**config.mk**
```make
export PLATFORM = sky130hd
export DESIGN_NAME = phy_powerdown_strap_config
export DESIGN_NICKNAME = d
export VERILOG_FILES = /design/src/rtl/pd_strap_pkg.sv /design/src/rtl/phy_powerdown_strap_config.sv
export SDC_FILE = /design/constraint.sdc
export NUM_CORES = 1
export LEC_CHECK = 0
export ABC_AREA = 1
export ABC_CLOCK_PERIOD_IN_PS = 3850
export BUFFER_PORTS_ARGS = -buffer_cell sky130_fd_sc_hd__buf_2
export CORE_MARGIN = 3
export CORE_UTILIZATION = 41
export CTS_CLUSTER_DIAMETER = 50
export DETAILED_ROUTE_END_ITERATION = 8
export GPL_TIMING_DRIVEN = 0
export PLACE_DENSITY = 0.58
export SLEW_MARGIN = 20
export SYNTH_ARGS = -nofsm -noshare
export SYNTH_HDL_FRONTEND = slang
export SYNTH_SLANG_ARGS = --single-unit
```
**constraint.sdc**
```tcl
create_clock -name SYS_CLK -period 3.85 [get_ports SYS_CLK]
set_input_delay 0.385 -clock SYS_CLK [delete_from_list [all_inputs] [get_ports SYS_CLK]]
set_output_delay 0.385 -clock SYS_CLK [all_outputs]
set_load 0.1 [all_outputs]
```
**src/rtl/pd_strap_pkg.sv**
```systemverilog
package pd_strap_pkg;

  // register offsets of the plain register port
  localparam logic [3:0] OFS_CONTROL  = 4'h0;
  localparam logic [3:0] OFS_STATUS   = 4'h1;
  localparam logic [3:0] OFS_CONFIG   = 4'h2;
  localparam logic [3:0] OFS_ADDRESS  = 4'h3;
  localparam logic [3:0] OFS_MODE     = 4'h4;

  // control register bit positions
  localparam int CTL_EDPD_BIT   = 0;
  localparam int CTL_IRQEN_BIT  = 1;
  localparam int CTL_PDOWN_BIT  = 2;
  localparam int CTL_SRST_BIT   = 3;

  // status register bit positions
  localparam int ST_ENERGY_BIT  = 0;
  localparam int ST_EVENT_BIT   = 1;
  localparam int ST_HPD_BIT     = 2;
  localparam int ST_EDPD_BIT    = 3;

  // configuration and mode register field positions
  localparam int CFG_PAUSE_BIT  = 0;
  localparam int CFG_PLL_BIT    = 1;
  localparam int MODE_LSB       = 11;

  // level codes of a four-level configuration pin
  localparam logic [1:0] LVL_GND  = 2'h0;
  localparam logic [1:0] LVL_L100 = 2'h1;
  localparam logic [1:0] LVL_L1000 = 2'h2;
  localparam logic [1:0] LVL_VDD  = 2'h3;

  // operating-mode encodings for the auto-negotiating pin3 row
  localparam logic [4:0] MODE_ALL_AUTO = 5'h07;
  localparam logic [4:0] MODE_10_100   = 5'h04;
  localparam logic [4:0] MODE_ALL_SLV  = 5'h09;
  localparam logic [4:0] MODE_ALL_MST  = 5'h0A;
  localparam logic [4:0] MODE_RESET    = 5'h07;

  // reset values
  localparam logic       ENERGY_RESET  = 1'b1;

  // timing: energy flag hold after loss
  localparam int  ENERGY_HOLD_MS = 256;
  localparam int  CLK_MHZ        = 200;
  localparam longint ENERGY_HOLD_CYC = longint'(ENERGY_HOLD_MS) * 1000 * CLK_MHZ;

  // power state of the analog and PLL sections
  typedef struct packed {
    logic core_on;
    logic pll_on;
    logic tx_enable;
    logic squelch_on;
  } power_t;

  // captured hardware configuration
  typedef struct packed {
    logic [4:0] mode;
    logic       pause;
    logic       pll_keep;
    logic [2:0] address;
  } hwcfg_t;

  typedef enum logic [2:0] {
    PS_ACTIVE  = 3'b001,
    PS_EDPD    = 3'b010,
    PS_HPD     = 3'b100
  } pstate_t;

endpackage

```
**src/rtl/phy_powerdown_strap_config.sv**
```systemverilog
// How it works
// detect on, no energy: no transmit; only mgmt, squelch, detector powered
// line energy sets flag, powers up, restores prior state, stays active
// with energy mask enabled, the line-energy event raises the interrupt
// hardware power-down pin asserted: everything off except management
// latched pll strap: low shuts pll in hardware power-down, high keeps it
// controller exits by releasing the pin, then clearing power-down bit
// with pll shut, controller also issues a software reset to finish exit
// pin held during reset: device comes out already in hardware power-down; code resets to active and enters it at the first clock after release
// strap pins tri-state in reset, drive after; level sampled at release
// outside logic never drives strap pins; only resistors set their level
// four configuration pins sampled at reset release give address and mode
// each pin resolves to level code 0 to 3 by its connection
// address bits 1:0 from pin 0 code, bit 2 from pin 1 code bit 0
// pause bit equals bit 1 of pin 1 level code
// software may set any five-bit address once communication works
// pins 3 and 2 set the five-bit mode field when reset completes
// after software reset pins have no effect; register values rule
// mode decode: pin3 code 2 gives 000xx, code 3 gives 7,4,9,10
// software reset never resamples straps or configuration pins
// flag clears a fixed 256 ms after line energy is lost, whether or not the interrupt is enabled
// all straps and pins captured together in one cycle after release
`timescale 1ns/100ps
`default_nettype none

module phy_powerdown_strap_config
  import pd_strap_pkg::*;
#(
  parameter longint HOLD_CYCLES = ENERGY_HOLD_CYC
) (
  // clock and reset
  input  wire  logic        SYS_CLK,
  input  wire  logic        RESET,
  // hardware pins
  input  wire  logic        HW_POWERDOWN_PIN,
  input  wire  logic        LINE_ENERGY_SENSE,
  input  wire  logic [7:0]  CONFIG_LEVEL,
  input  wire  logic        PLL_STRAP_IN,
  input  wire  logic        STRAP_DRIVE,
  output logic              PLL_STRAP_OUT,
  output logic              PLL_STRAP_OE,
  // register port
  input  wire  logic [3:0]  REG_ADDR,
  input  wire  logic [15:0] REG_WDATA,
  input  wire  logic        REG_WR,
  input  wire  logic        REG_RD,
  output logic [15:0]       REG_RDATA,
  // power and interrupt
  output logic              IRQ,
  output logic              CORE_ON,
  output logic              PLL_ON,
  output logic              TX_ENABLE,
  output logic              SQUELCH_ON
);

  localparam logic [31:0] HOLD_MAX = 32'(HOLD_CYCLES - 1);

  ////////////////////////////////////////////////////////////////////////////
  // state

  pstate_t     state;
  pstate_t     next_state;
  hwcfg_t      hwcfg;
  logic        captured;
  logic        energy_pd_enable;
  logic        energy_irq_mask;
  logic        powerdown_bit;
  logic        line_energy_present;
  logic        energy_event;
  logic        hold_run;
  logic [31:0] hold_count;
  logic [4:0]  phy_bus_address;
  logic [4:0]  op_mode_field;
  logic        sense_q;
  power_t      power;

  ////////////////////////////////////////////////////////////////////////////
  // configuration pin decode

  logic [1:0] pin_level_code [4];

  // two bits per pin
  genvar g;
  for (g = 0; g < 4; g++) begin : g_pin
    assign pin_level_code[g] = CONFIG_LEVEL[2*g +: 2];
  end

  // address from pins
  wire [2:0] dec_address = {pin_level_code[1][0], pin_level_code[0]};
  // pause from pin 1
  wire       dec_pause   = pin_level_code[1][1];

  // mode table; pin3 at codes 0/1 falls back to the all-capable mode
  wire [4:0] mode_auto_row =
    (pin_level_code[2] == LVL_GND)  ? MODE_ALL_AUTO :
    (pin_level_code[2] == LVL_L100) ? MODE_10_100   :
    (pin_level_code[2] == LVL_L1000) ? MODE_ALL_SLV  : MODE_ALL_MST;
  wire [4:0] dec_mode =
    (pin_level_code[3] == LVL_L1000) ? {3'h0, pin_level_code[2]} :
    (pin_level_code[3] == LVL_VDD)   ? mode_auto_row : MODE_RESET;

  ////////////////////////////////////////////////////////////////////////////
  // register decode

  wire wr_control = REG_WR && (REG_ADDR == OFS_CONTROL);
  wire wr_address = REG_WR && (REG_ADDR == OFS_ADDRESS);
  wire wr_mode    = REG_WR && (REG_ADDR == OFS_MODE);
  wire rd_status  = REG_RD && (REG_ADDR == OFS_STATUS);
  wire soft_reset = wr_control && REG_WDATA[CTL_SRST_BIT];

  wire energy_rise = LINE_ENERGY_SENSE && !sense_q;
  wire energy_fall = !LINE_ENERGY_SENSE && sense_q;
  wire hold_done   = hold_run && (hold_count == HOLD_MAX);

  // the capture edge itself already uses the strap, not the stale latch
  wire pll_keep_now = captured ? hwcfg.pll_keep : PLL_STRAP_IN;

  wire [15:0] ctl_view = {12'h000, 1'b0, powerdown_bit,
                          energy_irq_mask, energy_pd_enable};
  wire [15:0] st_view  = {12'h000, energy_pd_enable, state == PS_HPD,
                          energy_event, line_energy_present};
  wire [15:0] cfg_view = {14'h0000, hwcfg.pll_keep, hwcfg.pause};
  wire [15:0] rd_mux =
    (REG_ADDR == OFS_CONTROL) ? ctl_view :
    (REG_ADDR == OFS_STATUS)  ? st_view  :
    (REG_ADDR == OFS_CONFIG)  ? cfg_view :
    (REG_ADDR == OFS_ADDRESS) ? {11'h000, phy_bus_address} :
    (REG_ADDR == OFS_MODE)    ? {op_mode_field, 11'h000} : 16'h0000;

  ////////////////////////////////////////////////////////////////////////////
  // power state machine

  always_comb begin
    next_state = state;
    unique case (state)
      PS_ACTIVE: begin
        if (HW_POWERDOWN_PIN)
          next_state = PS_HPD;
        // sleep without energy
        else if (energy_pd_enable && !line_energy_present)
          next_state = PS_EDPD;
      end
      PS_EDPD: begin
        if (HW_POWERDOWN_PIN)
          next_state = PS_HPD;
        // wake on energy
        else if (LINE_ENERGY_SENSE || !energy_pd_enable)
          next_state = PS_ACTIVE;
      end
      PS_HPD: begin
        // pin low and power-down bit cleared; R7 - pll-off needs reset
        if (!HW_POWERDOWN_PIN && !powerdown_bit &&
            (hwcfg.pll_keep || soft_reset))
          next_state = PS_ACTIVE;
      end
      default: next_state = PS_ACTIVE;
    endcase
  end

  // power rails per state
  always_comb begin
    power = '{core_on: 1'b1, pll_on: 1'b1, tx_enable: 1'b1,
              squelch_on: 1'b1};
    if (next_state == PS_EDPD) begin
      // only detector alive
      power = '{core_on: 1'b0, pll_on: 1'b0, tx_enable: 1'b0,
                squelch_on: 1'b1};
    end else if (next_state == PS_HPD) begin
      // all off, pll per strap
      power = '{core_on: 1'b0, pll_on: pll_keep_now, tx_enable: 1'b0,
                squelch_on: 1'b0};
    end
  end

  ////////////////////////////////////////////////////////////////////////////
  // reset capture; the pin is sampled by a clocked process after release

  always_ff @(posedge SYS_CLK) begin
    if (RESET) begin
      captured <= 1'b0;
      hwcfg    <= '0;
    end else if (!captured) begin
      // one-cycle capture; R11 R9 - pins and strap at release
      captured <= 1'b1;
      hwcfg    <= '{mode: dec_mode, pause: dec_pause,
                    pll_keep: PLL_STRAP_IN, address: dec_address};
    end
  end

  // pin held in reset enters hpd at first clock after release
  always_ff @(posedge SYS_CLK) begin
    if (RESET)
      state <= PS_ACTIVE;
    else
      state <= next_state;
  end

  ////////////////////////////////////////////////////////////////////////////
  // software registers; R17 R19 - soft reset keeps address and mode

  always_ff @(posedge SYS_CLK) begin
    if (RESET) begin
      energy_pd_enable <= 1'b0;
      energy_irq_mask  <= 1'b0;
      powerdown_bit    <= 1'b0;
      phy_bus_address  <= 5'h00;
      op_mode_field    <= MODE_RESET;
    end else begin
      if (!captured) begin
        // hardware address; R16 - mode field loaded once
        phy_bus_address <= {2'h0, dec_address};
        op_mode_field   <= dec_mode;
      end else begin
        // any five-bit address
        if (wr_address)
          phy_bus_address <= REG_WDATA[4:0];
        if (wr_mode)
          op_mode_field <= REG_WDATA[MODE_LSB +: 5];
      end
      if (wr_control) begin
        energy_pd_enable <= REG_WDATA[CTL_EDPD_BIT];
        energy_irq_mask  <= REG_WDATA[CTL_IRQEN_BIT];
        // a pin still held wins over a software clear
        powerdown_bit    <= REG_WDATA[CTL_PDOWN_BIT] || HW_POWERDOWN_PIN;
      end else if (HW_POWERDOWN_PIN) begin
        powerdown_bit    <= 1'b1;   // pin sets the bit software must clear
      end
    end
  end

  ////////////////////////////////////////////////////////////////////////////
  // line energy flag, event and hold timer

  always_ff @(posedge SYS_CLK) begin
    if (RESET) begin
      sense_q             <= 1'b0;
      line_energy_present <= ENERGY_RESET;
      energy_event        <= 1'b0;
      hold_run            <= 1'b1;
      hold_count          <= 32'h0000_0000;
    end else begin
      sense_q <= LINE_ENERGY_SENSE;
      // flag set on energy
      if (energy_rise) begin
        line_energy_present <= 1'b1;
        hold_run            <= 1'b0;
      end else if (energy_fall) begin
        hold_run   <= 1'b1;
        hold_count <= 32'h0000_0000;
      // clear after hold
      end else if (hold_done) begin
        line_energy_present <= 1'b0;
        hold_run            <= 1'b0;
      end else if (hold_run) begin
        hold_count <= hold_count + 32'h0000_0001;
      end
      // event sticky; set beats the read clear
      if (energy_rise || energy_fall)
        energy_event <= 1'b1;
      else if (rd_status)
        energy_event <= 1'b0;
    end
  end

  ////////////////////////////////////////////////////////////////////////////
  // registered outputs

  always_ff @(posedge SYS_CLK) begin
    if (RESET) begin
      REG_RDATA     <= 16'h0000;
      IRQ           <= 1'b0;
      CORE_ON       <= 1'b1;
      PLL_ON        <= 1'b1;
      TX_ENABLE     <= 1'b0;
      SQUELCH_ON    <= 1'b1;
      PLL_STRAP_OUT <= 1'b0;
      PLL_STRAP_OE  <= 1'b0;   // tri-state in reset
    end else begin
      REG_RDATA     <= REG_RD ? rd_mux : 16'h0000;
      // masked interrupt
      IRQ           <= energy_irq_mask &&
                       (energy_event || energy_rise || energy_fall) &&
                       !rd_status;
      CORE_ON       <= power.core_on;
      PLL_ON        <= power.pll_on;
      TX_ENABLE     <= power.tx_enable;
      SQUELCH_ON    <= power.squelch_on;
      // drive function output once captured
      PLL_STRAP_OUT <= STRAP_DRIVE;
      PLL_STRAP_OE  <= captured;
    end
  end

endmodule

`default_nettype wire

```
Word level (Yosys, flattened, before mapping)

Cells that the tools add are included.

Bits of input ports: 36
Bits in writable memories: 0
Memories kept: 0
Bits in latches: 0
Bits in registers: 78
ROM bits: 0

Div/mod/pow operators: 0
Bitwise logic cells: 5
Reduce and logical (&&, ||, !) cells: 42
$mul: 0
Multiplexer cells: 33
Order comparisons: 0
Add/subtract/negate cells: 1
Equality and inequality tests: 17
Shifts and indexed selects: 0

Operators with widths:

| kind                                                                     | count |
|---|---|
| 32-bit 2-to-1 mux                                                        | 3 |
| 32-bit by 1-bit adder with 32-bit output (second input constant)         | 1 |
| 32-bit by 26-bit equality test with 1-bit output (second input constant) | 1 |
| 4-bit 2-to-1 mux                                                         | 8 |
| 3-bit 2-to-1 mux                                                         | 8 |
| 5-bit 2-to-1 mux                                                         | 3 |
| 1-bit logical AND                                                        | 13 |
| 1-bit 2-to-1 mux                                                         | 9 |
| 3-bit case mux with 3 select lines                                       | 1 |
| 4-bit by 2-bit equality test with 1-bit output (second input constant)   | 2 |
| 2-bit OR reduction                                                       | 4 |
| 1-bit zero test                                                          | 7 |
| 7-bit OR reduction                                                       | 1 |
| 2-bit equality test (second input constant)                              | 3 |
| 3-bit by 2-bit equality test with 1-bit output (second input constant)   | 2 |
| 3-bit equality test (second input constant)                              | 2 |
| 1-bit logical OR                                                         | 6 |
| 2-bit nonzero test                                                       | 3 |
| 6-bit OR reduction                                                       | 1 |
| 1-bit NOT                                                                | 5 |
| 5-bit OR reduction                                                       | 1 |
| 4-bit by 1-bit equality test with 1-bit output (second input constant)   | 1 |
| 4-bit by 3-bit equality test with 1-bit output (second input constant)   | 1 |
| 4-bit zero test                                                          | 1 |
| other kinds (10)                                                         | 11 |

Longest topological paths before layout

Depth in word-level cells: 10
Mapped depth: 12
Gate-level depth less buffers: 12

Least setup slack after synthesis

Ideal clock, no wire load.

Path kind: input-to-reg
Start point: input LINE_ENERGY_SENSE
End point: register hold_count[23]
Setup time: 0.128 ns
Data arrival time: 1.574 ns
Stages on the path: 9
Slack: 2.148 ns
Cells stage by stage: inv_1 -> ha_1 -> buf_2 -> inv_2 -> a21oi_2 -> clkbuf_1 -> a21oi_1 -> nor2_1 -> nor2_1

Longest elaborated chain between the ends: 4
Elaborated cells between the ends (all ways): 8
Those cells by class: eq/ne: 1; mux: 1; bitwise: 1; reduce/logical: 5

RTL lines:

| item                                                          | RTL line                          | source |
|---|---|---|
| start: declaration                                            | phy_powerdown_strap_config.sv:36  | `input wire logic LINE_ENERGY_SENSE,` |
| 1-bit zero test                                               | phy_powerdown_strap_config.sv:112 | `wire energy_fall = !LINE_ENERGY_SENSE && sense_q;` |
| 1-bit logical AND                                             | phy_powerdown_strap_config.sv:112 |  |
| 2-bit != test (no line) or 2-bit nonzero test (tied branches) | --                                |  |
| 3-bit AND reduction (no line)                                 | --                                |  |
| end signal: assignment                                        | phy_powerdown_strap_config.sv:255 | `hold_count <= hold_count + 32'h0000_0001;` |
| end: declaration                                              | phy_powerdown_strap_config.sv:71  | `logic [31:0] hold_count;` |

Several ways; a longest one is shown, not always the timed one.
A chain may end at the register's enable or synchronous reset.

Final worst setup path

Start point: register sense_q
End point: register hold_count[5]

Longest elaborated chain between the ends: 4
Elaborated cells between the ends (all ways): 8
Those cells by class: eq/ne: 1; mux: 1; bitwise: 1; reduce/logical: 5

RTL lines:

| item                                                        | RTL line                          | source |
|---|---|---|
| start: declaration                                          | phy_powerdown_strap_config.sv:74  | `logic sense_q;` |
| start signal: assignment                                    | phy_powerdown_strap_config.sv:236 | `sense_q <= 1'b0;` |
| start signal: assignment                                    | phy_powerdown_strap_config.sv:242 | `sense_q <= LINE_ENERGY_SENSE;` |
| branches (longest 4 deep; another with 3-bit AND reduction) | --                                |  |

Parallel ways; which one is timed is not known.

==> impl_results.md <==
- Status: completed
- Adder-cell share of the synthesized area: 1.88%
- Clk Latency, worst-skew pair: 0.35 ns
- Clock transition at the registers of the reported paths: 0.08 ns
- Syn_area_per_cell: 6.36 µm²
- Area leader, netlist: dfxtp_1
- Total number of vias: 3963
- Initial Util: 42.7%
- Peak supply drop: 194 µV
- R2r setup slk: 1.87 ns
- Final setup vio count: 0
- Comb pwr share: 13.2%
- First-pass GRT wire length: 17700 µm
- Core area: 9330 µm²
- Row Count: 35
- Via density: 4.83
- Min Hold Slack: 0.240 ns
- CTS Hold Bufs: 0
- PD cells: 349 nW/µm²
- Sequential share of power: 48.7%
- Total global routing overflow: 0
- DIE AREA: 10900 µm²
- Relative slew margins: 52.7%
- Initial antenna violation count: 0
- Synth Area in Compound Gates: 10.5%
- Proportion of synthesized area in mux cells: 0%
- Hold Path Class: in2reg
- IO Port Bufs: 45
- Post-Synth Simple-Gate Area: 39.9%
- Slowest cell delay on critical path: 0.43 ns
- Clk pwr share: 38.1%
- Slew Limit Fails: 0
- Top post-synthesis cells by area: dfxtp_1 (36%), nand2_1 (15%), nor2_1 (12%), nand3_1 (6.5%), inv_1 (6.1%)
- Setup Buffers After CTS: 0
- Crit path launch type: register
- Die X: 105 µm
- Sequential area share after synthesis: 36.2%
- Final worst path period share: 51.5%
- Commonest non-fill, non-tap cells in the layout: nand2_1 (162), nor2_1 (130), dfxtp_1 (72)
- Layout cell share with drive strength beyond 1: 13.3%
- FF-to-FF Start: sense_q
- Crit path from: sense_q
- Critical Path AT: 2.27 ns
- Clk buf depth: 2
- Largest net degree at the start of global routing: 14
- Worst slew pin tran: 0.705 ns
- WS Path Type: reg2reg
- Multi-input gate area: 2170 µm²
- Final HPWL DP: 8020 µm
- Cts repair resizes: 0
- Sw Share: 30.0%
- Switching pwr: 0.480 mW
- Internal power: 1.12 mW
- CTS Buf Count: 9
- Max cap viols: 0
- Synthesis-to-layout area growth: 15.0%
- GPL Wtd Cong: 0.885
- CP max FO: 10
- Synth top area share: 36.2%
- CP Cell Sequence: ha_1 > buf_2 > inv_2 > a21oi_2 > clkbuf_1 > nand4_1 > a21oi_1
- I/O Pins: 59
- Die H: 105 µm
- All-Layer GR Usage: 19.8%
- Clk sink count: 72
- Syn Inst Count: 626
- Drt drc: 0
- Commonest non-fill, non-tap cell in the layout: nand2_1
- Yosys reg bits: 72
- RSZ-0062 raised after global routing: false
- Wire length per cell: 12.7 µm
- 1st-pass router iterations: 4
- 1st-iter DRT viols: 146
- CTS tree: done
- Number of distinct library cells after synthesis: 37
- Skew final: 0.00679 ns
- Hold Path Origin: STRAP_DRIVE
- Final Hold Fails: 0
- H-tree depth: 3
- Req. time, crit path: 4.14 ns
- Period minus WS final: 1.98 ns
- Register area: 1440 µm²
- Total wire length: 10400 µm
- Largest family of logic cells by synthesized area: simple AND/OR/NAND/NOR gates
- Number of global-route vias before repair: 3798
- Setup TNS: 0 ns
- CTS root buffer: clkbuf_8
- Nets@finish: 729
- ANT nets after route: 0
- Syn Std Cell Area: 3980 µm²
- Antenna cell count: 0
- Crit. End Element: register
- # fillers: 979
- CP max-delay cell: clkbuf_1
- F_max: 0.504 GHz
- XOR/XNOR Fraction of Synth Area: 1.54%
- Pleak: 1.89 nW
- Synth warnings: 0
==> state kept, by name, summed over array words and instances, names as in the netlist, 2 cells and up <==
signal and cells:
hold_count 32, cfg_view 2, state 3, REG_RDATA 10, phy_bus_address 5, op_mode_field 5
==> critical path, delay by kind of cell, from the launching register on <==
family	cells	cell delay, ns
compound gates	2	0.48
flops	1	0.35
simple gates	1	0.19
buf+inv	3	0.75
fa+ha+maj	1	0.14
==> routing by layer <==
layer | vias up | wire, µm | part of all wire, % | track usage, %
met5 | - | 0 | 0 | 0
met4 | 0 | 222 | 2.1 | 7.59
met3 | 15 | 563 | 5.4 | 3.58
met2 | 90 | 4990 | 48 | 34.1
met1 | 1757 | 4660 | 45 | 24.6
li1 | 2101 | - | - | -
==> metrics by stage <==
| stage | std cells | power (mW) | cell area (µm²) | setup WS, ns | util, % |
|---|---|---|---|---|---|
| 3_3_place_gp | 805 | 1.00 | 4390 | 1.58 | 47.1 |
| 4_1_cts | 820 | 1.61 | 4580 | 1.83 | 49.1 |
| 6_report | 820 | 1.60 | 4580 | 1.87 | 49.1 |
| 5_1_grt | 820 | 1.67 | 4580 | 1.63 | 49.1 |
| 2_1_floorplan | 631 | 0.950 | 4000 | 2.15 | - |
| 3_5_place_dp | 805 | 1.01 | 4390 | 1.58 | 47.1 |
==> Yosys cell counts, drive strengths merged <==
library cell / instances
inv: 68
a41oi: 2
nor3b: 1
xnor2: 2
nor2: 136
nand4: 9
nand3: 53
xor2: 5
a211oi: 1
a32oi: 1
a31oi: 4
a21oi: 36
nand2: 167
nor3: 8
buf: 13
nand3b: 1
ha: 6
o211ai: 5
conb: 1
or2: 2
o21bai: 5
o31ai: 1
clkbuf: 11
o21ai: 16
dfxtp: 72
==> kinds of logic (layout without fill, tap and decap cells) <==
group | Yosys count | after routing
other cells | 1 | 6
buf+inv | 92 | 152
flops | 72 | 72
xor+xnor | 7 | 7
fa+ha+maj | 6 | 6
simple gates | 377 | 377
compound gates | 71 | 71
==> final timing paths <==
kind / to / cells past startpoint
setup reg to reg: hold_count[5] / 7
setup / recovery: hold_count[5] / 7
hold reg to reg: REG_RDATA[14] / 2
hold / removal: PLL_STRAP_OUT / 3
==> area by class of cell <==
cell class | instances | area share, %
plain buffers | 24 | 3.03
clock buffers | 9 | 2.70
clock inverters | 6 | 1.48
inverters | 68 | 5.57
multi-input cells | 467 | 47.3
flip-flops and latches | 72 | 31.5
well taps | 129 | 3.52
repair buffers | 45 | 4.92
==> power groups by stage <==
| stage | Clock, mW | Combinational (mW) | Sequential, mW |
|---|---|---|---|
| after CTS | 0.624 | 0.212 | 0.777 |
| final | 0.609 | 0.211 | 0.777 |
| after global routing | 0.652 | 0.234 | 0.780 |
| after global placement | 0 | 0.210 | 0.794 |
| after floorplan | 0 | 0.122 | 0.828 |
| after detailed placement | 0 | 0.212 | 0.795 |
No activity file was read; power rests on OpenSTA's default activity.
